==> src/hdl/iep_pkg.sv <==
package iep_pkg;
  // Register word indices on the bus (byte address is four times the index)
  localparam logic [9:0] TIMER_CONTROL_IDX = 10'h088;
  localparam logic [9:0] SERIAL_EN2_IDX    = 10'h0aa;
  localparam logic [9:0] EXT0_FALL_IDX     = 10'h0b4;
  localparam logic [9:0] SERIAL_PRIO2_IDX  = 10'h0ba;
  localparam logic [9:0] EXT0_RISE_IDX     = 10'h0bb;
  localparam logic [9:0] IRQ_PRIO1_IDX     = 10'h0b9;
  localparam logic [9:0] IRQ_ENABLE1_IDX   = 10'h0a9;
  localparam logic [9:0] GLOBAL_CTRL_IDX   = 10'h0a8;
  localparam logic [9:0] PENDING_IDX       = 10'h0c0;
  localparam logic [9:0] SERVICE_IDX       = 10'h0c1;
  // Field positions
  localparam int EXT1_FLAG_POS  = 3;
  localparam int EXT0_FLAG_POS  = 1;
  localparam int GLOBAL_EN_POS  = 7;
  localparam int SERIAL_HI_POS  = 4;
  localparam int EDGE_LO_POS    = 4;
  // Reset values
  localparam logic [7:0] REG_RESET = 8'h00;
  // Source count: 8 of group 1, 5 serial, ext0, ext1
  localparam int NSRC = 15;
  localparam logic [4:0] NO_VECTOR = 5'h1f;
endpackage : iep_pkg

==> src/hdl/iep_arb_if.sv <==
interface iep_arb_if;
  logic [iep_pkg::NSRC-1:0] req;
  logic [iep_pkg::NSRC-1:0] hi;
  logic [4:0]               vec;
  logic                     vec_hi;
  logic                     valid;
  modport ctrl (output req, output hi, input vec, input vec_hi, input valid);
  modport arb  (input req, input hi, output vec, output vec_hi, output valid);
endinterface : iep_arb_if

==> src/hdl/iep_arbiter.sv <==
module iep_arbiter
(
  // Clock and reset
  input  wire logic ref_clk,
  input  wire logic reset,
  // Request side
  iep_arb_if.arb    a
);
  logic [4:0] vec_d;
  logic       hi_d;
  logic       val_d;

  // High level first, then lowest vector
  always_comb
  begin
    vec_d = iep_pkg::NO_VECTOR;
    hi_d  = 1'b0;
    val_d = 1'b0;
    for (int i = iep_pkg::NSRC - 1; i >= 0; i--)
    begin
      if (a.req[i] && a.hi[i])
      begin
        vec_d = 5'(i);
        hi_d  = 1'b1;
        val_d = 1'b1;
      end
    end
    if (!val_d)
    begin
      for (int i = iep_pkg::NSRC - 1; i >= 0; i--)
      begin
        if (a.req[i])
        begin
          vec_d = 5'(i);
          val_d = 1'b1;
        end
      end
    end
  end

  always_ff @(posedge ref_clk)
  begin
    if (reset)
    begin
      a.vec    <= iep_pkg::NO_VECTOR;
      a.vec_hi <= 1'b0;
      a.valid  <= 1'b0;
    end
    else
    begin
      a.vec    <= vec_d;
      a.vec_hi <= hi_d;
      a.valid  <= val_d;
    end
  end
endmodule // iep_arbiter

==> src/hdl/iep_ctrl.sv <==
// What this block does
// - Priority 1 bits 7 and 6 set timer 4 and timer 3 priority high.
// - Priority 1 bits 5 and 4 set comparator and touch priority high.
// - Priority 1 bits 3 and 2 set external 2 and base tick priority.
// - Priority 1 bits 1 and 0 set pulse width and serial 0; reset zero.
// - Enable 2 bits 4..0 enable serial units 5..1; reset zero.
// - Priority 2 bits 4..0 set serial 5..1 priority; reset zero.
// - External 1 event sets timer control bit 3; cleared on acceptance.
// - External 0 event sets timer control bit 1; cleared on acceptance.
// - Falling register bits 7..4 enable falling edges on external 0 inputs 7..4.
// - Global enable zero blocks all interrupts; one allows enabled ones.
// - High priority preempts low; equal priority serves lower vector first.
// - Rising register bits 7..4 enable rising edges on external 0 inputs 7..4.
//
// Chosen here: the Wishbone slave port.
module iep_ctrl
(
  // Clock and reset
  input  wire logic        ref_clk,
  input  wire logic        reset,
  // Wishbone slave
  input  wire logic        wb_cyc_i,
  input  wire logic        wb_stb_i,
  input  wire logic        wb_we_i,
  input  wire logic [11:0] wb_adr_i,
  input  wire logic [3:0]  wb_sel_i,
  input  wire logic [31:0] wb_dat_i,
  output logic      [31:0] wb_dat_o,
  output logic             wb_ack_o,
  output logic             wb_err_o,
  // Peripheral sources: group 1 bit order, serial 5..1
  input  wire logic [7:0]  group1_irq,
  input  wire logic [4:0]  serial_irq,
  input  wire logic [7:4]  external_irq_zero,
  input  wire logic        external_irq_one,
  // Core side
  output logic             irq_req,
  output logic [4:0]       irq_vector,
  output logic             irq_high,
  input  wire logic        irq_accept,
  input  wire logic        irq_return
);
  iep_arb_if arb_if ();

  logic [7:0] irq_prio_1_q;
  logic [7:0] irq_enable_1_q;
  logic [4:0] serial_irq_enable_2_q;
  logic [4:0] serial_irq_priority_2_q;
  logic [7:4] ext0_fall_en_n_q;
  logic [7:4] ext0_rise_en_n_q;
  logic       global_irq_enable_q;
  logic       ext0_en_q;
  logic       ext1_en_q;
  logic       ext0_request_flag_q;
  logic       ext1_request_flag_q;
  logic [7:4] ext0_s1_q;
  logic [7:4] ext0_s2_q;
  logic [7:4] ext0_s3_q;
  logic       ext1_s1_q;
  logic       ext1_s2_q;
  logic       ext1_s3_q;
  logic [1:0] active_q;
  logic [4:0] serving_q;
  logic       ack_q;
  logic       acc_ok;
  logic       wr;
  logic       ext0_event;
  logic       ext1_event;
  logic [7:0] rdata;
  logic       hit;
  logic       take;
  // Per-register write strobes and edge hits
  logic [7:4] ext0_fall_hit;
  logic [7:4] ext0_rise_hit;
  logic       wr_timer_control;
  logic       wr_prio1;
  logic       wr_en1;
  logic       wr_en2;
  logic       wr_prio2;
  logic       wr_fall;
  logic       wr_rise;
  logic       wr_glob;

  assign acc_ok = wb_cyc_i && wb_stb_i && !ack_q && !wb_err_o;
  assign wr     = acc_ok && wb_we_i && wb_sel_i[0] && hit;
  assign take   = irq_accept && irq_req;

  // Write strobes, one per register
  assign wr_timer_control  = wr && wb_adr_i[11:2] == iep_pkg::TIMER_CONTROL_IDX;
  assign wr_prio1 = wr && wb_adr_i[11:2] == iep_pkg::IRQ_PRIO1_IDX;
  assign wr_en1   = wr && wb_adr_i[11:2] == iep_pkg::IRQ_ENABLE1_IDX;
  assign wr_en2   = wr && wb_adr_i[11:2] == iep_pkg::SERIAL_EN2_IDX;
  assign wr_prio2 = wr && wb_adr_i[11:2] == iep_pkg::SERIAL_PRIO2_IDX;
  assign wr_fall  = wr && wb_adr_i[11:2] == iep_pkg::EXT0_FALL_IDX;
  assign wr_rise  = wr && wb_adr_i[11:2] == iep_pkg::EXT0_RISE_IDX;
  assign wr_glob  = wr && wb_adr_i[11:2] == iep_pkg::GLOBAL_CTRL_IDX;

  // Pin synchronisers, external 0
  always_ff @(posedge ref_clk)
  begin
    if (reset)
    begin
      ext0_s1_q <= 4'h0;
      ext0_s2_q <= 4'h0;
      ext0_s3_q <= 4'h0;
    end
    else
    begin
      ext0_s1_q <= external_irq_zero;
      ext0_s2_q <= ext0_s1_q;
      ext0_s3_q <= ext0_s2_q;
    end
  end

  // Pin synchronisers, external 1
  always_ff @(posedge ref_clk)
  begin
    if (reset)
    begin
      ext1_s1_q <= 1'b0;
      ext1_s2_q <= 1'b0;
      ext1_s3_q <= 1'b0;
    end
    else
    begin
      ext1_s1_q <= external_irq_one;
      ext1_s2_q <= ext1_s1_q;
      ext1_s3_q <= ext1_s2_q;
    end
  end

  // Edge detection, one slice per external 0 input
  for (genvar n = 4; n < 8; n++)
  begin : g_edge
    assign ext0_fall_hit[n] = ext0_fall_en_n_q[n] && ext0_s3_q[n] && !ext0_s2_q[n];
    assign ext0_rise_hit[n] = ext0_rise_en_n_q[n] && !ext0_s3_q[n] && ext0_s2_q[n];
  end
  assign ext0_event = (|ext0_fall_hit) || (|ext0_rise_hit);

  // External 1 events are falling edges only
  assign ext1_event = ext1_s3_q && !ext1_s2_q;

  // Request flags: set wins over accept clear and software write
  always_ff @(posedge ref_clk)
  begin
    if (reset)
      ext1_request_flag_q <= 1'b0;
    else if (ext1_event)
      ext1_request_flag_q <= 1'b1;
    else if (take && arb_if.vec == 5'h0e)
      ext1_request_flag_q <= 1'b0;
    else if (wr_timer_control)
      ext1_request_flag_q <= wb_dat_i[iep_pkg::EXT1_FLAG_POS];
  end

  always_ff @(posedge ref_clk)
  begin
    if (reset)
      ext0_request_flag_q <= 1'b0;
    else if (ext0_event)
      ext0_request_flag_q <= 1'b1;
    else if (take && arb_if.vec == 5'h0d)
      ext0_request_flag_q <= 1'b0;
    else if (wr_timer_control)
      ext0_request_flag_q <= wb_dat_i[iep_pkg::EXT0_FLAG_POS];
  end

  // Priority 1: one level bit per group 1 source
  always_ff @(posedge ref_clk)
  begin
    if (reset)
      irq_prio_1_q <= iep_pkg::REG_RESET;
    else if (wr_prio1)
      irq_prio_1_q <= wb_dat_i[7:0];
  end

  // Enable 1: one enable bit per group 1 source
  always_ff @(posedge ref_clk)
  begin
    if (reset)
      irq_enable_1_q <= iep_pkg::REG_RESET;
    else if (wr_en1)
      irq_enable_1_q <= wb_dat_i[7:0];
  end

  // Enable 2: serial units 5..1, upper bits dropped
  always_ff @(posedge ref_clk)
  begin
    if (reset)
      serial_irq_enable_2_q <= iep_pkg::REG_RESET[4:0];
    else if (wr_en2)
      serial_irq_enable_2_q <= wb_dat_i[4:0];
  end

  // Priority 2: serial units 5..1, upper bits dropped
  always_ff @(posedge ref_clk)
  begin
    if (reset)
      serial_irq_priority_2_q <= iep_pkg::REG_RESET[4:0];
    else if (wr_prio2)
      serial_irq_priority_2_q <= wb_dat_i[4:0];
  end

  // Falling edge enables, low nibble dropped
  always_ff @(posedge ref_clk)
  begin
    if (reset)
      ext0_fall_en_n_q <= iep_pkg::REG_RESET[7:4];
    else if (wr_fall)
      ext0_fall_en_n_q <= wb_dat_i[7:4];
  end

  // Rising edge enables, low nibble dropped
  always_ff @(posedge ref_clk)
  begin
    if (reset)
      ext0_rise_en_n_q <= iep_pkg::REG_RESET[7:4];
    else if (wr_rise)
      ext0_rise_en_n_q <= wb_dat_i[7:4];
  end

  // Global and external enables
  always_ff @(posedge ref_clk)
  begin
    if (reset)
    begin
      global_irq_enable_q <= 1'b0;
      ext1_en_q           <= 1'b0;
      ext0_en_q           <= 1'b0;
    end
    else if (wr_glob)
    begin
      global_irq_enable_q <= wb_dat_i[iep_pkg::GLOBAL_EN_POS];
      ext1_en_q           <= wb_dat_i[2];
      ext0_en_q           <= wb_dat_i[0];
    end
  end

  // Gated requests: group 1 at 0..7, serial 1..5 at 8..12, ext0 13, ext1 14
  always_comb
  begin
    arb_if.req = '0;
    arb_if.hi  = '0;
    if (global_irq_enable_q)
    begin
      arb_if.req[7:0]   = group1_irq & irq_enable_1_q;
      arb_if.req[12:8]  = serial_irq & serial_irq_enable_2_q;
      arb_if.req[13]    = ext0_request_flag_q && ext0_en_q;
      arb_if.req[14]    = ext1_request_flag_q && ext1_en_q;
    end
    arb_if.hi[7:0]  = irq_prio_1_q;
    arb_if.hi[12:8] = serial_irq_priority_2_q;
    arb_if.hi[13]   = 1'b0;
    arb_if.hi[14]   = 1'b0;
  end

  iep_arbiter u_arb
  (
    .ref_clk (ref_clk),
    .reset   (reset),
    .a       (arb_if.arb)
  );

  // Service level tracking: bit 1 high active, bit 0 low active
  // A return closes the innermost routine before a new one opens
  always_ff @(posedge ref_clk)
  begin
    if (reset)
    begin
      active_q  <= 2'b00;
      serving_q <= iep_pkg::NO_VECTOR;
    end
    else
    begin
      if (irq_return)
      begin
        if (active_q[1])
          active_q[1] <= 1'b0;
        else
          active_q[0] <= 1'b0;
      end
      if (take)
      begin
        active_q[arb_if.vec_hi] <= 1'b1;
        serving_q               <= arb_if.vec;
      end
    end
  end

  // Only a high request preempts a low routine
  always_comb
  begin
    irq_req = arb_if.valid && !active_q[1] && (!active_q[0] || arb_if.vec_hi);
  end
  assign irq_vector = arb_if.vec;
  assign irq_high   = arb_if.vec_hi;

  // Read mux
  always_comb
  begin
    rdata = 8'h00;
    hit   = 1'b1;
    case (wb_adr_i[11:2])
      iep_pkg::TIMER_CONTROL_IDX:
        rdata = {4'h0, ext1_request_flag_q, 1'b0, ext0_request_flag_q, 1'b0};
      iep_pkg::IRQ_PRIO1_IDX:    rdata = irq_prio_1_q;
      iep_pkg::IRQ_ENABLE1_IDX:  rdata = irq_enable_1_q;
      iep_pkg::SERIAL_EN2_IDX:   rdata = {3'h0, serial_irq_enable_2_q};
      iep_pkg::SERIAL_PRIO2_IDX: rdata = {3'h0, serial_irq_priority_2_q};
      iep_pkg::EXT0_FALL_IDX:    rdata = {ext0_fall_en_n_q, 4'h0};
      iep_pkg::EXT0_RISE_IDX:    rdata = {ext0_rise_en_n_q, 4'h0};
      iep_pkg::GLOBAL_CTRL_IDX:
        rdata = {global_irq_enable_q, 4'h0, ext1_en_q, 1'b0, ext0_en_q};
      iep_pkg::PENDING_IDX:      rdata = {arb_if.valid, arb_if.vec_hi, 1'b0, arb_if.vec};
      iep_pkg::SERVICE_IDX:      rdata = {active_q, 1'b0, serving_q};
      default:                   hit = 1'b0;
    endcase
  end

  // Bus answer, one cycle after the request
  always_ff @(posedge ref_clk)
  begin
    if (reset)
    begin
      ack_q    <= 1'b0;
      wb_err_o <= 1'b0;
    end
    else
    begin
      ack_q    <= acc_ok && hit;
      wb_err_o <= acc_ok && !hit;
    end
  end

  // Read data, registered with the answer
  always_ff @(posedge ref_clk)
  begin
    if (reset)
      wb_dat_o <= 32'h0000_0000;
    else
      wb_dat_o <= {24'h00_0000, rdata};
  end
  assign wb_ack_o = ack_q;
endmodule // iep_ctrl

==> config.mk <==
export PLATFORM = sky130hd
export DESIGN_NAME = iep_ctrl
export DESIGN_NICKNAME = d
export VERILOG_FILES = /design/src/hdl/iep_pkg.sv /design/src/hdl/iep_arb_if.sv /design/src/hdl/iep_arbiter.sv /design/src/hdl/iep_ctrl.sv
export SDC_FILE = /design/constraint.sdc
export NUM_CORES = 1
export LEC_CHECK = 0
export BUFFER_PORTS_ARGS = -buffer_cell sky130_fd_sc_hd__buf_2
export CORE_MARGIN = 1.5
export CORE_UTILIZATION = 56
export DETAILED_ROUTE_END_ITERATION = 6
export GPL_TIMING_DRIVEN = 0
export PLACE_DENSITY = 0.95
export SETUP_SLACK_MARGIN = 0.1
export SLEW_MARGIN = 20
export SYNTH_ARGS = -nofsm -noshare
export SYNTH_HDL_FRONTEND = slang
export SYNTH_HIERARCHICAL = 1
export SYNTH_SLANG_ARGS = --single-unit
export TNS_END_PERCENT = 100
==> constraint.sdc <==
create_clock -name ref_clk -period 5.85 [get_ports ref_clk]
set_clock_uncertainty 0.15 [all_clocks]
set_input_delay 1.17 -clock ref_clk [delete_from_list [all_inputs] [get_ports ref_clk]]
set_output_delay 1.17 -clock ref_clk [all_outputs]
set_load 0.1 [all_outputs]
==> impl_summary.log <==
[metrics] hold path start: ext0_s1_q[6]
[metrics] cell with the largest stage delay on the worst path: sky130_fd_sc_hd__nor4b_1
[metrics] number of enable flip-flop cells after synthesis: 0
[metrics] setup_tns: 0 ps
[metrics] number of standard cells in the layout, taps in and fillers out: approximately 660
[metrics] post-detailed-placement half-perimeter wirelength: 8590 um
[metrics] leakage power figure: 2.01 nW
[metrics] Max rail drop VDD: 0.000161 V
[metrics] Worst R2R Start: global_irq_enable_q
[metrics] number of maximum-capacitance violations: 0
[metrics] ys async rst share: 0
[metrics] Layout Utilization: 0.693
[metrics] power per unit of standard cell area: 234 nW/um2
[metrics] FP Rows: 30
[metrics] Detailed Route WL: 11600 um
[metrics] Die Outline Area: 7730 um2
[metrics] overall via count from detail_route: 4035
[metrics] Worst setup EP type: flip-flop
[metrics] Num Clock Sinks: 78
[metrics] number of buffers and inverters on the critical path: 2
[metrics] Hold Worst Slack: 299 ps
[metrics] CORE AREA: 6870 um2
[metrics] measured slew at the worst slew-check pin: around 840 ps
[metrics] Gates resized, CTS repair: 0
[metrics] top cell type by total area after synthesis: sky130_fd_sc_hd__dfxtp_1
[metrics] crit path setup slack, layout: 2860 ps
[metrics] via/cell ratio: 6.10
[metrics] highest fanout seen on the critical path: 5
[metrics] Warnings, synthesis: 6
[metrics] share of final-layout standard cells stronger than drive strength 1: 0.244
[metrics] relative slew slack: 0.431
[metrics] pre-CTS setup slack: approximately 2600 ps
[metrics] Antenna Nets Post-Route: 0
[metrics] hold buffer count at cts: 0
[metrics] area share of the largest cell type after synthesis: 0.387
[metrics] first-pass GRT wire length: 18300 um
[metrics] Critical Path Source Type: input pin
[metrics] crit share post-route: 0.512
[metrics] first-pass detailed-route iteration total: 6
[metrics] cell depth of the worst flop-to-flop path: 8
[metrics] final critical path time including I/O delays and setup: 2990 ps
[metrics] R2R setup slack: 3160 ps
[metrics] path type of the worst setup path: in2reg
[metrics] number of diodes: 0
[metrics] post-CTS repair timing setup buffer count: 0
[metrics] number of buffers on the longest clock path: 2
[metrics] dominant cells by area after synthesis: sky130_fd_sc_hd__dfxtp_1 39%, sky130_fd_sc_hd__nand2_1 5.1%, sky130_fd_sc_hd__a21oi_1 4.7%
[metrics] Seq/Total Area, Yosys: 0.387
[metrics] average footprint of a synthesized cell: slightly below 9 um2
[metrics] unrepaired setup endpoints after global routing: false
[metrics] gp weighted congestion: 0.986
[metrics] I/O pin total: 114
[metrics] height of the chip: 87.9 um
[metrics] clock-pin slew of the registers on the worst-case setup and hold paths: 90 ps
[metrics] number of remaining DRC errors: 0
[metrics] initial core utilization: 0.588
[metrics] worst skew pair latency: 370 ps
[metrics] Hold Path Stages: 1
[metrics] cell count after placement: 646
[metrics] DIE WIDTH: between 80 and 90 um
[metrics] clock root buffer: sky130_fd_sc_hd__clkbuf_8
[metrics] clock tree from TritonCTS: built
[metrics] pin count of the biggest net entering global routing: 17
[metrics] Placement Cell Area: 4550 um2
[metrics] number of max-slew violations in the final report: 0
[metrics] reg-to-reg endpoint: u_arb/a.vec[0]
[metrics] Post-Synthesis Cell Area: 4040 um2
[metrics] antenna violations before repair: 0
[metrics] routed wire length per instance: about 17 um
[metrics] Worst Path Arrival: 3080 ps
[metrics] Most used DFF post-synth: sky130_fd_sc_hd__dfxtp_1
[metrics] Total Power: 1.11 mW
[metrics] worst min-delay path category: reg2reg
[metrics] Layout Nets: 634
[metrics] worst hold endpoint: ext0_s2_q[6]
[metrics] Congestion Overflow GR: 0
[metrics] violation count after the first detailed-routing iteration: 687
[metrics] count of final setup violators: 0
[metrics] global-route usage over all layers: 0.313
[metrics] synthesized flop and latch total: 78
[metrics] status: finished, final reports clean
[metrics] sequence of cells on the critical path: buf_2 -> nor4b_1 -> and4_2 -> and2_1 -> clkbuf_2 -> mux2i_1 -> nor2_1
[metrics] Cell variety after synth: 75
[metrics] finished layout cell area: around 4800 um2
[metrics] cells after synthesis: 465
[metrics] vias in the first global route: 3669
[metrics] category of cells accounting for the largest share of critical-path delay: simple AND/OR/NAND/NOR gates
[metrics] final hold vios: 0
[metrics] Layout area overhead: 17.9%
[metrics] required time at the endpoint of the critical path: 5940 ps
[metrics] FMAX: 334 MHz
[metrics] H-tree levels: 3
[metrics] clock buffers created by TritonCTS: 9
[metrics] number of buffers inserted by port buffering: 59
[metrics] delay contributed by the slowest stage of the critical path: around 750 ps
[metrics] Filler cells: ~520
==> layout make-up <==
cell class	instances	area, um2	area share
well taps	96	120	0.0252
inverters	5	18.8	0.00394
plain buffers	47	294	0.0618
flip-flops and latches	78	1560	0.328
repair buffers	59	295	0.0620
clock buffers	9	124	0.0260
multi-input cells	361	2260	0.475
clock inverters	7	87.6	0.0184
==> state kept, by name, indices dropped and copies added (netlist names), 5 cells and up <==
signal / cells
serving_q: 5
serial_irq_priority_2_q: 5
serial_irq_enable_2_q: 5
u_arb/a.vec: 5
wb_dat_o: 8
irq_enable_1_q: 8
irq_prio_1_q: 8
==> layout by cell type, fill, tap and decap left out, types with 5 or more instances in the layout <==
| cell | n |
|---|---|
| sky130_fd_sc_hd__a21oi_1 | 38 |
| sky130_fd_sc_hd__a22o_1 | 7 |
| sky130_fd_sc_hd__a22oi_1 | 9 |
| sky130_fd_sc_hd__and3_1 | 20 |
| sky130_fd_sc_hd__buf_2 | 62 |
| sky130_fd_sc_hd__buf_4 | 24 |
| sky130_fd_sc_hd__clkbuf_1 | 13 |
| sky130_fd_sc_hd__clkbuf_8 | 9 |
| sky130_fd_sc_hd__conb_1 | 27 |
| sky130_fd_sc_hd__dfxtp_1 | 78 |
| sky130_fd_sc_hd__mux2_2 | 7 |
| sky130_fd_sc_hd__mux2i_1 | 16 |
| sky130_fd_sc_hd__nand2_1 | 55 |
| sky130_fd_sc_hd__nand2b_1 | 7 |
| sky130_fd_sc_hd__nand3_1 | 36 |
| sky130_fd_sc_hd__nand3b_1 | 6 |
| sky130_fd_sc_hd__nor2_1 | 23 |
| sky130_fd_sc_hd__nor2b_1 | 18 |
| sky130_fd_sc_hd__nor3_1 | 8 |
| sky130_fd_sc_hd__nor4_1 | 5 |
| sky130_fd_sc_hd__o21ai_0 | 5 |
| sky130_fd_sc_hd__o31ai_1 | 5 |
==> worst max-delay path by stage <==
stage	end	slack (ps)	cells after the start	start
6_report	ext0_rise_en_n_q[5]	2860	7	wb_adr_i[11]
3_3_place_gp	ext0_rise_en_n_q[6]	2620	7	wb_adr_i[11]
5_1_grt	ext0_rise_en_n_q[4]	2770	7	wb_adr_i[11]
2_1_floorplan	irq_req	1130	2	u_arb/a.vec_hi
3_5_place_dp	ext0_rise_en_n_q[5]	2570	7	wb_adr_i[11]
4_1_cts	irq_req	2900	3	u_arb/a.vec_hi
==> power breakdown <==
group          switching, mW  internal (mW)  leakage [nW]
Sequential           0.00203          0.535         0.631
Clock                  0.228          0.209         0.109
Combinational          0.108         0.0322          1.27
==> per-layer routing <==
layer  wire length, um  vias up  track usage
met1              4530     1834        0.393
li1                  -     1853            -
met5                 0        -            0
met4               491        0        0.175
met2              5290      294        0.489
met3              1270       54       0.0811
==> cell usage after synthesis, types with 4 or more instances <==
cell type and count:
sky130_fd_sc_hd__dfxtp_1 78, sky130_fd_sc_hd__nand2_1 55, sky130_fd_sc_hd__a21oi_1 38, sky130_fd_sc_hd__nand3_1 36, sky130_fd_sc_hd__buf_4 24, sky130_fd_sc_hd__nor2_1 23
sky130_fd_sc_hd__and3_1 20, sky130_fd_sc_hd__nor2b_1 18, sky130_fd_sc_hd__mux2i_1 16, sky130_fd_sc_hd__clkbuf_1 13, sky130_fd_sc_hd__a22oi_1 9, sky130_fd_sc_hd__nor3_1 8
sky130_fd_sc_hd__a22o_1 7, sky130_fd_sc_hd__mux2_2 7, sky130_fd_sc_hd__nand2b_1 7, sky130_fd_sc_hd__nand3b_1 6, sky130_fd_sc_hd__nor4_1 5, sky130_fd_sc_hd__o21ai_0 5
sky130_fd_sc_hd__o31ai_1 5, sky130_fd_sc_hd__a222oi_1 4
==> logic make-up (layout without fill, tap and decap cells) <==
| family | count (synthesis) | after routing | synth area share |
|---|---|---|---|
| other | 1 | 27 | 0.000929 |
| multiplexers | 23 | 23 | 0.0592 |
| AND/OR/NAND/NOR | 212 | 212 | 0.308 |
| AO/OA/AOI/OAI | 99 | 99 | 0.168 |
| flip-flops | 78 | 78 | 0.387 |
| buffers and inverters | 52 | 127 | 0.0775 |
==> worst reg2reg max path: stages (launching register included) <==
cell and delay [ps]:
sky130_fd_sc_hd__dfxtp_1 510, sky130_fd_sc_hd__clkbuf_1 390, sky130_fd_sc_hd__and3_1 430, sky130_fd_sc_hd__nor3b_1 100, sky130_fd_sc_hd__nor3_1 290, sky130_fd_sc_hd__a2bb2oi_1 250
sky130_fd_sc_hd__nor2b_1 70, sky130_fd_sc_hd__a211oi_1 250, sky130_fd_sc_hd__o311ai_1 130
Note: power is estimated with default switching activity, not from simulation.
